`config.mk`:
```
export PLATFORM = sky130hd
export DESIGN_NAME = fesc_ctrl
export DESIGN_NICKNAME = d
export VERILOG_FILES = /design/src/fesc_ctrl.v
export VERILOG_INCLUDE_DIRS = /design/src /design/src/src
export SDC_FILE = /design/constraint.sdc
export NUM_CORES = 1
export LEC_CHECK = 0
export BUFFER_PORTS_ARGS = -buffer_cell sky130_fd_sc_hd__buf_2
export CAP_MARGIN = 20
export CORE_ASPECT_RATIO = 1.1
export CORE_UTILIZATION = 50
export CTS_BUF_LIST = sky130_fd_sc_hd__clkbuf_8
export CTS_CLUSTER_DIAMETER = 150
export DETAILED_ROUTE_END_ITERATION = 6
export PLACE_DENSITY_LB_ADDON = 0.05
export SLEW_MARGIN = 0
export SYNTH_ARGS = -nofsm -noshare
export SYNTH_HDL_FRONTEND = slang
export SYNTH_SLANG_ARGS = --single-unit
export TNS_END_PERCENT = 50
```
`constraint.sdc`:
```
create_clock -name CLK_I -period 3.55 [get_ports CLK_I]
set_input_delay 0.1775 -clock CLK_I [delete_from_list [all_inputs] [get_ports CLK_I]]
set_output_delay 0.1775 -clock CLK_I [all_outputs]
set_load 0.03 [all_outputs]
```
`src/fesc_map.vh`:
```
// register offsets, fields, command codes and timing values in ns for the flash erase suspend controller
`ifndef FESC_MAP_VH
`define FESC_MAP_VH
// ------------------------------------------------------------
// apb register offsets
// ------------------------------------------------------------
`define FESC_REG_CTRL      12'h000
`define FESC_REG_ADDR      12'h004
`define FESC_REG_DATA      12'h008
`define FESC_REG_STATUS    12'h00c
`define FESC_REG_RDATA     12'h010
`define FESC_REG_SUSPCODE  12'h014
// ------------------------------------------------------------
// control register commands (written to CTRL[2:0])
// ------------------------------------------------------------
`define FESC_OP_NONE       3'h0
`define FESC_OP_WRITE      3'h1
`define FESC_OP_READ       3'h2
`define FESC_OP_SUSPEND    3'h3
`define FESC_OP_RESUME     3'h4
`define FESC_OP_WAITSUSP   3'h5
`define FESC_OP_POLL       3'h6
// ------------------------------------------------------------
// status bit positions in the flash data byte
// ------------------------------------------------------------
`define FESC_DQ_POLL       7
`define FESC_DQ_TOG1       6
`define FESC_DQ_FAIL       5
`define FESC_DQ_WIN        3
`define FESC_DQ_TOG2       2
// ------------------------------------------------------------
// command bytes and reset values
// ------------------------------------------------------------
`define FESC_CMD_RESUME    8'h30
`define FESC_CMD_SUSP_RST  8'hb0
// ------------------------------------------------------------
// timing: bus phase in ns and suspend wait in ns
// ------------------------------------------------------------
`define FESC_CLK_NS        20
`define FESC_PHASE_NS      100
`define FESC_SUSP_MAX_NS   15000
`endif

```
`src/fesc_ctrl.v`:
```
// host-side flash erase suspend/resume and status controller with an apb register slave
// Function
// RQ1: suspend honoured only during erase or window
// RQ2: suspend in window ends window, suspends
// RQ3: suspended device takes reset, program, resume
// RQ4: suspend and resume decoded from data only
// RQ5: suspension completes within 0.2 to 15 us
// RQ6: host checks toggle bit or ready line
// RQ7: repeated suspend or resume is ignored
// RQ8: suspended device defaults to suspend-read mode
// RQ9: byte 30h resumes; unlimited suspend cycles
// RQ10: protected sector status briefly active only
// RQ11: busy line low while algorithm runs
// RQ12: busy line high when suspended or failed
// RQ13: busy line open drain, wired-and
// RQ14: poll bit inverse while program, zero erase
// RQ15: toggle bit one inverts each read
// RQ16: toggle valid after last command write
// RQ17: fail bit set on timeout or bad program
// RQ18: host resets device after failure
// RQ19: window bit one once erase under way
// RQ20: host reads window bit around sector commands
// RQ21: toggle bit two only in erasing sectors
// RQ22: write strobe restarts erase window
// RQ23: erase starts when window times out
// RQ24: suspend code is a configurable constant
`timescale 1ns/1ns
`include "fesc_map.vh"
module fesc_ctrl #(
   parameter ADDR_W      = 20,
   parameter SUSP_CYCLES = `FESC_SUSP_MAX_NS / `FESC_CLK_NS
) (
   input  wire              CLK_I,
   input  wire              RESETN_I,
   input  wire              PSEL_I,
   input  wire              PENABLE_I,
   input  wire              PWRITE_I,
   input  wire [11:0]       PADDR_I,
   input  wire [31:0]       PWDATA_I,
   output wire [31:0]       PRDATA_O,
   output wire              PREADY_O,
   output wire              PSLVERR_O,
   output reg  [ADDR_W-1:0] FL_ADDR_O,
   output reg               FL_CE_N_O,
   output reg               FL_OE_N_O,
   output reg               FL_WE_N_O,
   input  wire [7:0]        FL_DQ_I,
   output reg  [7:0]        FL_DQ_O,
   output reg               FL_DQ_OE_O,
   input  wire              FL_READY_BUSY_N_I,
   output reg               FL_RESET_N_O
);
// ------------------------------------------------------------
// timing
// ------------------------------------------------------------
localparam PHASE_CYC = (`FESC_PHASE_NS + `FESC_CLK_NS - 1) / `FESC_CLK_NS;
// ------------------------------------------------------------
// states, one-hot
// ------------------------------------------------------------
localparam [5:0] ST_IDLE  = 6'h01;
localparam [5:0] ST_SETUP = 6'h02;
localparam [5:0] ST_STROB = 6'h04;
localparam [5:0] ST_HOLD  = 6'h08;
localparam [5:0] ST_WAIT  = 6'h10;
localparam [5:0] ST_DONE  = 6'h20;
reg  [5:0]        state_q;
reg  [2:0]        op_q;
reg  [ADDR_W-1:0] addr_q;
reg  [7:0]        wdata_q;
reg  [7:0]        rdata_q;
reg  [7:0]        prev_q;
reg  [7:0]        susp_code_q;
reg               busy_q;
reg               timeout_q;
reg               suspended_q;
reg               erasing_q;
reg               in_erase_q;
reg               fail_q;
reg               tog1_q;
reg               tog2_q;
reg               have_prev_q;
reg  [15:0]       phase_q;
reg  [15:0]       wait_q;
reg               rb_m_q;
reg               rb_q;
reg  [31:0]       prdata_q;
// ------------------------------------------------------------
// apb slave: zero wait, unmapped reads return zero with error
// ------------------------------------------------------------
wire acc  = PSEL_I & PENABLE_I;
wire wr   = acc & PWRITE_I;
wire hit_ctrl = (PADDR_I == `FESC_REG_CTRL);
function mapped;
   input [11:0] a;
   begin
      mapped = (a == `FESC_REG_CTRL) || (a == `FESC_REG_ADDR) || (a == `FESC_REG_DATA) ||
               (a == `FESC_REG_STATUS) || (a == `FESC_REG_RDATA) || (a == `FESC_REG_SUSPCODE);
   end
endfunction
assign PREADY_O  = 1'b1;
assign PSLVERR_O = acc & ~mapped(PADDR_I);
assign PRDATA_O  = prdata_q;
wire [31:0] status_w = {18'h0, erasing_q, suspended_q, in_erase_q, fail_q, tog2_q, tog1_q, rb_q, timeout_q, busy_q,
                        5'h0};
always @* begin
   if (PADDR_I == `FESC_REG_CTRL) prdata_q = {29'h0, op_q};
   else if (PADDR_I == `FESC_REG_ADDR) prdata_q = {{(32-ADDR_W){1'b0}}, addr_q};
   else if (PADDR_I == `FESC_REG_DATA) prdata_q = {24'h0, wdata_q};
   else if (PADDR_I == `FESC_REG_STATUS) prdata_q = status_w;
   else if (PADDR_I == `FESC_REG_RDATA) prdata_q = {24'h0, rdata_q};
   else if (PADDR_I == `FESC_REG_SUSPCODE) prdata_q = {24'h0, susp_code_q};
   else prdata_q = 32'h0;
end
wire start = wr & hit_ctrl & ~busy_q & (PWDATA_I[2:0] != `FESC_OP_NONE);
wire [7:0] new_dq = FL_DQ_I;
// ------------------------------------------------------------
// ready/busy synchroniser; line is open drain, pulled up outside
// ------------------------------------------------------------
always @(posedge CLK_I) begin
   if (!RESETN_I) begin
      rb_m_q <= 1'b1;
      rb_q   <= 1'b1;
   end else begin
      rb_m_q <= FL_READY_BUSY_N_I; // see RQ13
      rb_q   <= rb_m_q;
   end
end
// ------------------------------------------------------------
// flash bus sequencer
// ------------------------------------------------------------
always @(posedge CLK_I) begin
   if (!RESETN_I) begin
      state_q <= ST_IDLE; op_q <= `FESC_OP_NONE; busy_q <= 1'b0;
      addr_q <= {ADDR_W{1'b0}}; wdata_q <= 8'h0; rdata_q <= 8'h0; prev_q <= 8'h0;
      susp_code_q <= `FESC_CMD_SUSP_RST; timeout_q <= 1'b0; suspended_q <= 1'b0;
      erasing_q <= 1'b0; in_erase_q <= 1'b0; fail_q <= 1'b0; tog1_q <= 1'b0; tog2_q <= 1'b0;
      have_prev_q <= 1'b0; phase_q <= 16'h0; wait_q <= 16'h0;
      FL_ADDR_O <= {ADDR_W{1'b0}}; FL_CE_N_O <= 1'b1; FL_OE_N_O <= 1'b1; FL_WE_N_O <= 1'b1;
      FL_DQ_O <= 8'h0; FL_DQ_OE_O <= 1'b0; FL_RESET_N_O <= 1'b1;
   end else begin
      if (wr && PADDR_I == `FESC_REG_ADDR && !busy_q) addr_q <= PWDATA_I[ADDR_W-1:0];
      if (wr && PADDR_I == `FESC_REG_DATA && !busy_q) wdata_q <= PWDATA_I[7:0];
      if (wr && PADDR_I == `FESC_REG_SUSPCODE && PWDATA_I[7:0] != `FESC_CMD_RESUME)
         susp_code_q <= PWDATA_I[7:0]; // see RQ24
      if (wr && hit_ctrl && PWDATA_I[3]) begin
         fail_q <= 1'b0; timeout_q <= 1'b0; // see RQ18
      end
      FL_RESET_N_O <= ~(wr & hit_ctrl & PWDATA_I[4]); // see RQ18
      case (state_q)
         ST_IDLE: begin
            if (start) begin
               op_q <= PWDATA_I[2:0]; busy_q <= 1'b1; timeout_q <= 1'b0;
               FL_ADDR_O <= addr_q; FL_CE_N_O <= 1'b0; phase_q <= 16'h0; wait_q <= 16'h0;
               // suspend/resume carry only data; FL_ADDR_O still takes addr_q as for every op, see RQ4
               if (PWDATA_I[2:0] == `FESC_OP_SUSPEND) begin
                  FL_DQ_O <= susp_code_q; FL_DQ_OE_O <= 1'b1; // see RQ1
               end else if (PWDATA_I[2:0] == `FESC_OP_RESUME) begin
                  FL_DQ_O <= `FESC_CMD_RESUME; FL_DQ_OE_O <= 1'b1; // see RQ9
               end else if (PWDATA_I[2:0] == `FESC_OP_WRITE) begin
                  FL_DQ_O <= wdata_q; FL_DQ_OE_O <= 1'b1;
               end else begin
                  FL_DQ_OE_O <= 1'b0;
               end
               state_q <= ST_SETUP;
            end
         end
         ST_SETUP: begin
            phase_q <= phase_q + 16'h1;
            if (phase_q == PHASE_CYC[15:0]) begin
               phase_q <= 16'h0;
               if (FL_DQ_OE_O) FL_WE_N_O <= 1'b0; else FL_OE_N_O <= 1'b0; // see RQ22
               state_q <= ST_STROB;
            end
         end
         ST_STROB: begin
            phase_q <= phase_q + 16'h1;
            if (phase_q == PHASE_CYC[15:0]) begin
               phase_q <= 16'h0;
               if (!FL_OE_N_O) begin
                  rdata_q <= new_dq;
                  // a toggle shows only between two successive reads, see RQ15
                  if (have_prev_q) begin
                     tog1_q <= new_dq[`FESC_DQ_TOG1] ^ prev_q[`FESC_DQ_TOG1]; // see RQ6
                     tog2_q <= new_dq[`FESC_DQ_TOG2] ^ prev_q[`FESC_DQ_TOG2]; // see RQ21
                  end
                  prev_q <= new_dq; have_prev_q <= 1'b1;
                  in_erase_q <= new_dq[`FESC_DQ_WIN]; // see RQ19 RQ20
                  if (new_dq[`FESC_DQ_FAIL]) fail_q <= 1'b1; // see RQ17
               end else begin
                  have_prev_q <= 1'b0;
               end
               FL_WE_N_O <= 1'b1; FL_OE_N_O <= 1'b1;
               state_q <= ST_HOLD;
            end
         end
         ST_HOLD: begin
            phase_q <= phase_q + 16'h1;
            if (phase_q == PHASE_CYC[15:0]) begin
               phase_q <= 16'h0; FL_CE_N_O <= 1'b1; FL_DQ_OE_O <= 1'b0;
               if (op_q == `FESC_OP_SUSPEND) begin
                  suspended_q <= 1'b1; erasing_q <= 1'b0; // see RQ7
                  state_q <= ST_WAIT;
               end else if (op_q == `FESC_OP_RESUME) begin
                  suspended_q <= 1'b0; erasing_q <= 1'b1; // see RQ9
                  state_q <= ST_DONE;
               end else if (op_q == `FESC_OP_WAITSUSP || op_q == `FESC_OP_POLL) begin
                  state_q <= ST_WAIT;
               end else begin
                  state_q <= ST_DONE;
               end
            end
         end
         ST_WAIT: begin
            // wait for release of busy or settled toggle, bounded by the suspend limit
            wait_q <= wait_q + 16'h1;
            if (((op_q == `FESC_OP_SUSPEND) || (op_q == `FESC_OP_WAITSUSP)) && rb_q) begin
               state_q <= ST_DONE; // see RQ12
            end else if (op_q == `FESC_OP_POLL && have_prev_q && !tog1_q) begin
               state_q <= ST_DONE; // see RQ15
            end else if (wait_q >= SUSP_CYCLES[15:0]) begin
               timeout_q <= 1'b1; state_q <= ST_DONE; // see RQ5
            end else if (op_q == `FESC_OP_POLL) begin
               FL_CE_N_O <= 1'b0; FL_DQ_OE_O <= 1'b0; state_q <= ST_SETUP; // see RQ16
            end
         end
         ST_DONE: begin
            busy_q <= 1'b0; state_q <= ST_IDLE;
         end
         default: state_q <= ST_IDLE;
      endcase
   end
end
endmodule

```
# --- Yosys cells after proc, flatten, opt, wreduce, memory -nomap -nowiden ---
# Cells that the tools add are included.
op_classes:
  multipliers: 0
  shift: 0
  eq_ne: 31
  add_sub_neg: 2
  magnitude_cmp: 1
  n_reduce_logical: 43
  mux: 62
  bitwise_logic: 13
  div_mod_pow: 0
op_table:
  columns: ["cell", "n"]
  rows:
  - ["6-bit 2-to-1 mux", 11]
  - ["16-bit case mux with 2 select lines", 2]
  - ["20-bit 2-to-1 mux", 2]
  - ["8-bit 2-to-1 mux", 5]
  - ["16-bit by 1-bit adder with 16-bit output, second input constant", 2]
  - ["16-bit 2-to-1 mux", 2]
  - ["1-bit 2-to-1 mux", 31]
  - ["6-bit case mux with 5 select lines", 1]
  - ["14-bit 2-to-1 mux", 2]
  - ["12-bit by 4-bit == test with 1-bit output, second input constant", 2]
  - ["12-bit by 5-bit == test with 1-bit output, second input constant", 2]
  - ["2-bit != test, second input constant", 10]
  - ["16-bit by 3-bit == test with 1-bit output, second input constant", 1]
  - ["16-bit by 10-bit >= comparator with 1-bit output, second input constant", 1]
  - ["12-bit by 3-bit == test with 1-bit output, second input constant", 1]
  - ["3-bit == test, second input constant", 4]
  - ["12-bit logical NOT", 1]
  - ["4-bit AND reduction", 3]
  - ["1-bit logical AND", 11]
  - ["2-bit AND reduction", 5]
  - ["2-bit nonzero test", 5]
  - ["3-bit AND reduction", 3]
  - ["3-bit nonzero test", 3]
  - ["8-bit by 6-bit != test with 1-bit output, second input constant", 1]
  - ["19 further kinds", 41]
word_totals:
  word_cells: 178
  mem_count: 0
  register_bits: 129
  out_inout_bits: 67
  inputBits: 58
  ram_bits: 0
  latchBits: 0
  rom_bits: 0

# --- Longest topological paths before layout ---
depth:
  ltp_word: 9
  ltp_mapped: 8
  depth_no_buf: 7

# --- Worst setup path after synthesis ---
# Ideal clock, no wire load.
synth_path:
  kind: "in2out"
  startpoint: "in PADDR_I[0]"
  endpoint: "out PRDATA_O[12]"
  n_path_buf: 1
  slack_ps: 1287
  path_stages: 5
  required_ps: 3372
  arrival_ps: 2085
  cell_sequence: "or4_4 -> or4_4 -> nor3b_4 -> buf_6 -> a22o_1"
synth_between:
  elab_chain_len: 5
  word_cells_on_any_way: 8
  classes_between: "3 x eq/ne; 4 x mux; 1 x reduce/logical"
synth_rtl:
  columns: ["item", "line_no", "source"]
  rows:
  - ["start, declared", "fesc_ctrl.v:38", "input wire [11:0] PADDR_I,"]
  - ["12-bit by 4-bit == test with 1-bit output (no source line)", null, null]
  - ["14-bit 2-to-1 mux", "fesc_ctrl.v:109", "else if (PADDR_I == `FESC_REG_STATUS) prdata_q = status_w;"]
  - ["14-bit 2-to-1 mux", "fesc_ctrl.v:108", "else if (PADDR_I == `FESC_REG_DATA) prdata_q = {24'h0, wdata_q};"]
  - ["20-bit 2-to-1 mux", "fesc_ctrl.v:107", "else if (PADDR_I == `FESC_REG_ADDR) prdata_q = {{(32-ADDR_W){1'b0}}, addr_q};"]
  - ["20-bit 2-to-1 mux (*)", "fesc_ctrl.v:106", "if (PADDR_I == `FESC_REG_CTRL) prdata_q = {29'h0, op_q};"]
  - ["end, declared", "fesc_ctrl.v:40", "output wire [31:0] PRDATA_O,"]
# Mark *: on every way between the ends. The rest lies on a longest branch, timed or not.

# --- Worst setup path in the final report ---
layout_path:
  startpoint: "reg phase_q[0]"
  endpoint: "reg phase_q[7]"
layout_between:
  elab_chain_len: 3
  word_cells_on_any_way: 4
  classes_between: "1 x add/sub; 1 x eq/ne; 2 x mux"
layout_rtl:
  columns: ["item", "line_no", "source"]
  rows:
  - ["start, declared", "fesc_ctrl.v:82", "reg [15:0] phase_q;"]
  - ["start signal, assigned", "fesc_ctrl.v:168", "phase_q <= phase_q + 16'h1;"]
  - ["start signal, assigned", "fesc_ctrl.v:176", "phase_q <= phase_q + 16'h1;"]
  - ["start signal, assigned", "fesc_ctrl.v:197", "phase_q <= phase_q + 16'h1;"]
  - ["16-bit by 1-bit adder with 16-bit output / 16-bit by 3-bit == test with 1-bit output (equally long branches)", null, null]
  - ["16-bit 2-to-1 mux (*)", "fesc_ctrl.v:169, fesc_ctrl.v:177, fesc_ctrl.v:198", null]
  - ["16-bit case mux with 2 select lines (*)", "fesc_ctrl.v:149", "case (state_q)"]
# Marked as above.
# A chain may end at the register's enable or synchronous reset.

==> results.md <==
- Status: finished, final reports clean
- Commonest cells after routing, fill and taps aside: sky130_fd_sc_hd__dfxtp_1 (128), sky130_fd_sc_hd__buf_2 (99), sky130_fd_sc_hd__nand2_1 (93)
- Number of design-rule violations left by the first detailed-router iteration: between 300 and 400
- Routed wire length per instance: roughly 17 um
- Global placer's final weighted congestion: just under 0.9
- Sum of negative setup slack: 0 ns
- Final #Nets: just over 900
- Number of inserted filler cells in the final layout: roughly 1100
- Startpoint type of the worst setup path: flip-flop
- First-pass GRT wire length: ~28000 um
- RSZ-0062 raised after global routing: no
- Final Instance Area: between 7000 and 8000 um^2
- CP arrival: 2.94 ns
- Layout cell share with drive strength beyond 1: 0.2019
- Total of hold buffers inserted after clock tree synthesis: 22
- Bufs on Longest Clock Path: 2
- Area after detailed placement: just under 7000 um^2
- Worst Setup SP: phase_q[0]$_SDFFE_PN0P_
- Finished Layout Cells: between 1000 and 1500
- Number of cells on the worst reg-to-reg path: 6
- Final Hold Viols: 0
- Average instance area after synthesis: around 8.5 um^2
- Count of flip-flops with a built-in enable after synthesis: 0
- Number of setup violations in the final report: 0
- Number of flip-flops and latches in the synthesized netlist: about 130
- Total of max-cap violations: 0
- Area contributors post-synth: sky130_fd_sc_hd__dfxtp_1 (41%), sky130_fd_sc_hd__mux2i_1 (6.7%), sky130_fd_sc_hd__nand2_1 (5.6%)
- Post-synthesis to final-layout area growth: 18.52%
- Library cells used by synthesis: 68
- # diodes: 0
- Fraction of synthesis flops using an asynchronous set or reset pin: 0
- Worst Max-Slew Pin Slew: 0.8214 ns
- Minimum period implied by the final worst setup slack: roughly 2.6 ns
- Clock latency on the worst-skew pair: about 0.44 ns
- Number of buffers created by CTS: 17
- Share of the clock period used by the worst path: 0.7420
- CTS-repair resized insts: 0
- Clock slew seen by the registers of the worst setup and hold paths: ~0.08 ns
- Kind of critical path: reg2reg
- Critical register-to-register path startpoint: phase_q[0]$_SDFFE_PN0P_
- Die height: roughly 120 um
- Largest fanout of any net on the critical path: 13
- Worst min-delay path category: in2reg
- Leakage power: 0.002902 uW
- Synth Warn #: 0
- Fmax achieved: around 380 MHz
- Htree depth: 4
- Clock sinks: 128
- Post-CTS setup-driven buffer insertion count: 0
- Via count of the first global-routing pass: approximately 5500
- Input/output buffers: 99
- Largest voltage drop on the vdd net: between 0.0002 and 0.0003 V
- Instance count after placement with tap cells included: between 900 and 1000
- Total detailed-routing wirelength: about 17000 um
- Gr usage total: 0.2741
- Detailed-placement wirelength estimate: 11750 um
- Clock root buffer: sky130_fd_sc_hd__clkbuf_8
- Total power divided by cell area: between 400 and 500 nW/um^2
- Number of design rule violations left after detail routing: 0
- Cell area after synthesis: roughly 6300 um^2
- Hold Path Depth: 3
- Count of pins over their slew limit: 0
- Relative slew slack: 0.4488
- Vias after detailed routing: 5870
- Most common cell after layout, fill and taps aside: sky130_fd_sc_hd__dfxtp_1
- Overall die width: 108.9 um
- Data required time of the critical path: 3.86 ns
- Hold path startpoint: PWDATA_I[4]
- Post-route antenna net violation count: 0
- Total I/O pin count: 125
- Row cnt: between 40 and 50
- Pre-antenna DRT Iters: 7
- Kind of end point of the critical path: flip-flop
- Proportion of synthesized chip area in sequential cells: 0.4078
- DR vias/cell: 5.806
- Maximum number of pins on one net before global-route repair: 39
- Synth top area share: 0.4078
- Number of instances in the synthesized netlist: between 700 and 800
- Clock tree skew after final layout: about 0.0062 ns
- Core area: ~12000 um^2
- TritonCTS clock tree: done
- Starting density of the core: 0.5176
- Initial antenna violation count: 0
- Flip-flop cell with the highest count after synthesis: sky130_fd_sc_hd__dfxtp_1
- Residual overflow from global routing: 0
- Dominant cell type by area after synthesis: sky130_fd_sc_hd__dfxtp_1
- Die Footprint: around 13000 um^2
==> kinds of logic (layout without fill, tap and decap cells) <==
kind of cell | after synthesis | count (layout) | synth area share
AO/OA/AOI/OAI | 164 | 164 | 0.1663
XOR/XNOR | 7 | 7 | 0.009757
adder cells (fa/ha/maj) | 4 | 4 | 0.007965
buffers and inverters | 68 | 175 | 0.05775
flip-flops | 128 | 128 | 0.4078
multiplexers | 53 | 53 | 0.08662
other | 2 | 13 | 0.001195
AND/OR/NAND/NOR | 313 | 313 | 0.2626
==> cell type report <==
cell class	instances	area (um^2)	area share
clock buffer	18	247.7	0.03327
timing repair buffer	137	843.3	0.1132
clock inverter	14	166.4	0.02235
tap	154	192.7	0.02587
multi-input combinational	554	3412	0.4582
inverter	6	22.52	0.003024
sequential	128	2562	0.3441
==> Yosys cell counts (all sizes together) (7+ instances only) <==
library cell and n:
nand2b 10, nor2b 7, nor2 64, or4 12
nand2 93, a22oi 9, mux2i 42, a31oi 8
o31ai 9, nor3 11, o21ai 25, and2 13
a21oi 62, o22ai 8, mux2 11, buf 32
dfxtp 128, nand4 11, nor4 9, nand3 36
clkbuf 28
==> sequential cells by signal, indices dropped and copies added, names as in the netlist, 3 cells and up <==
| register | count |
|---|---|
| FL_ADDR_O | 20 |
| addr_q | 20 |
| phase_q | 16 |
| wait_q | 16 |
| FL_DQ_O | 8 |
| prev_q | 8 |
| susp_code_q | 8 |
| wdata_q | 8 |
| state_q | 6 |
| op_q | 3 |
==> metal layers <==
metal | track usage | part of all wire | vias to the layer above
met5 | 0 | 0 | -
met4 | 0.1318 | 0.038 | 0
met3 | 0.05215 | 0.057 | 43
met2 | 0.4395 | 0.47 | 192
met1 | 0.3503 | 0.43 | 2771
li1 | - | - | 2864
==> final timing paths <==
kind	endpoint	slack (ns)
worst max-delay path	phase_q[7]$_SDFFE_PN0P_	0.92
worst min-delay path	susp_code_q[4]$_SDFFE_PN1P_	0.04
worst max register to register	phase_q[7]$_SDFFE_PN0P_	0.92
worst min register to register	rb_q$_SDFF_PN1_	0.41
==> where the power goes <==
group	leakage [uW]	switching (uW)	internal (uW)	total, uW
registers	0.00103	25.5	1450	1480
logic	0.00167	324	175	499
clock network	0.000200	591	709	1300
==> stage by stage <==
| step | total power, uW | setup WS, ns | utilization | hold slack (ns) |
|---|---|---|---|---|
| 2_1_floorplan | 1837 | 1.287 | - | 0.2790 |
| 3_3_place_gp | 1953 | 0.7966 | 0.5600 | 0.3650 |
| 3_5_place_dp | 1964 | 0.6859 | 0.5600 | 0.3671 |
| 4_1_cts | 3276 | 0.6988 | 0.6122 | 0.01566 |
| 5_1_grt | 3413 | 0.7167 | 0.6135 | 0.02055 |
| 6_report | 3275 | 0.9158 | 0.6135 | 0.04399 |
==> critical path, cell delays in order (launching register included) <==
cell and delay, ns:
sky130_fd_sc_hd__dfxtp_1 0.41, sky130_fd_sc_hd__ha_1 0.17, sky130_fd_sc_hd__nor4b_1 0.36, sky130_fd_sc_hd__nand4_1 0.37, sky130_fd_sc_hd__and3_1 0.47, sky130_fd_sc_hd__o31ai_2 0.62
sky130_fd_sc_hd__a21oi_1 0.09
No activity file was read; power rests on OpenSTA's default activity.
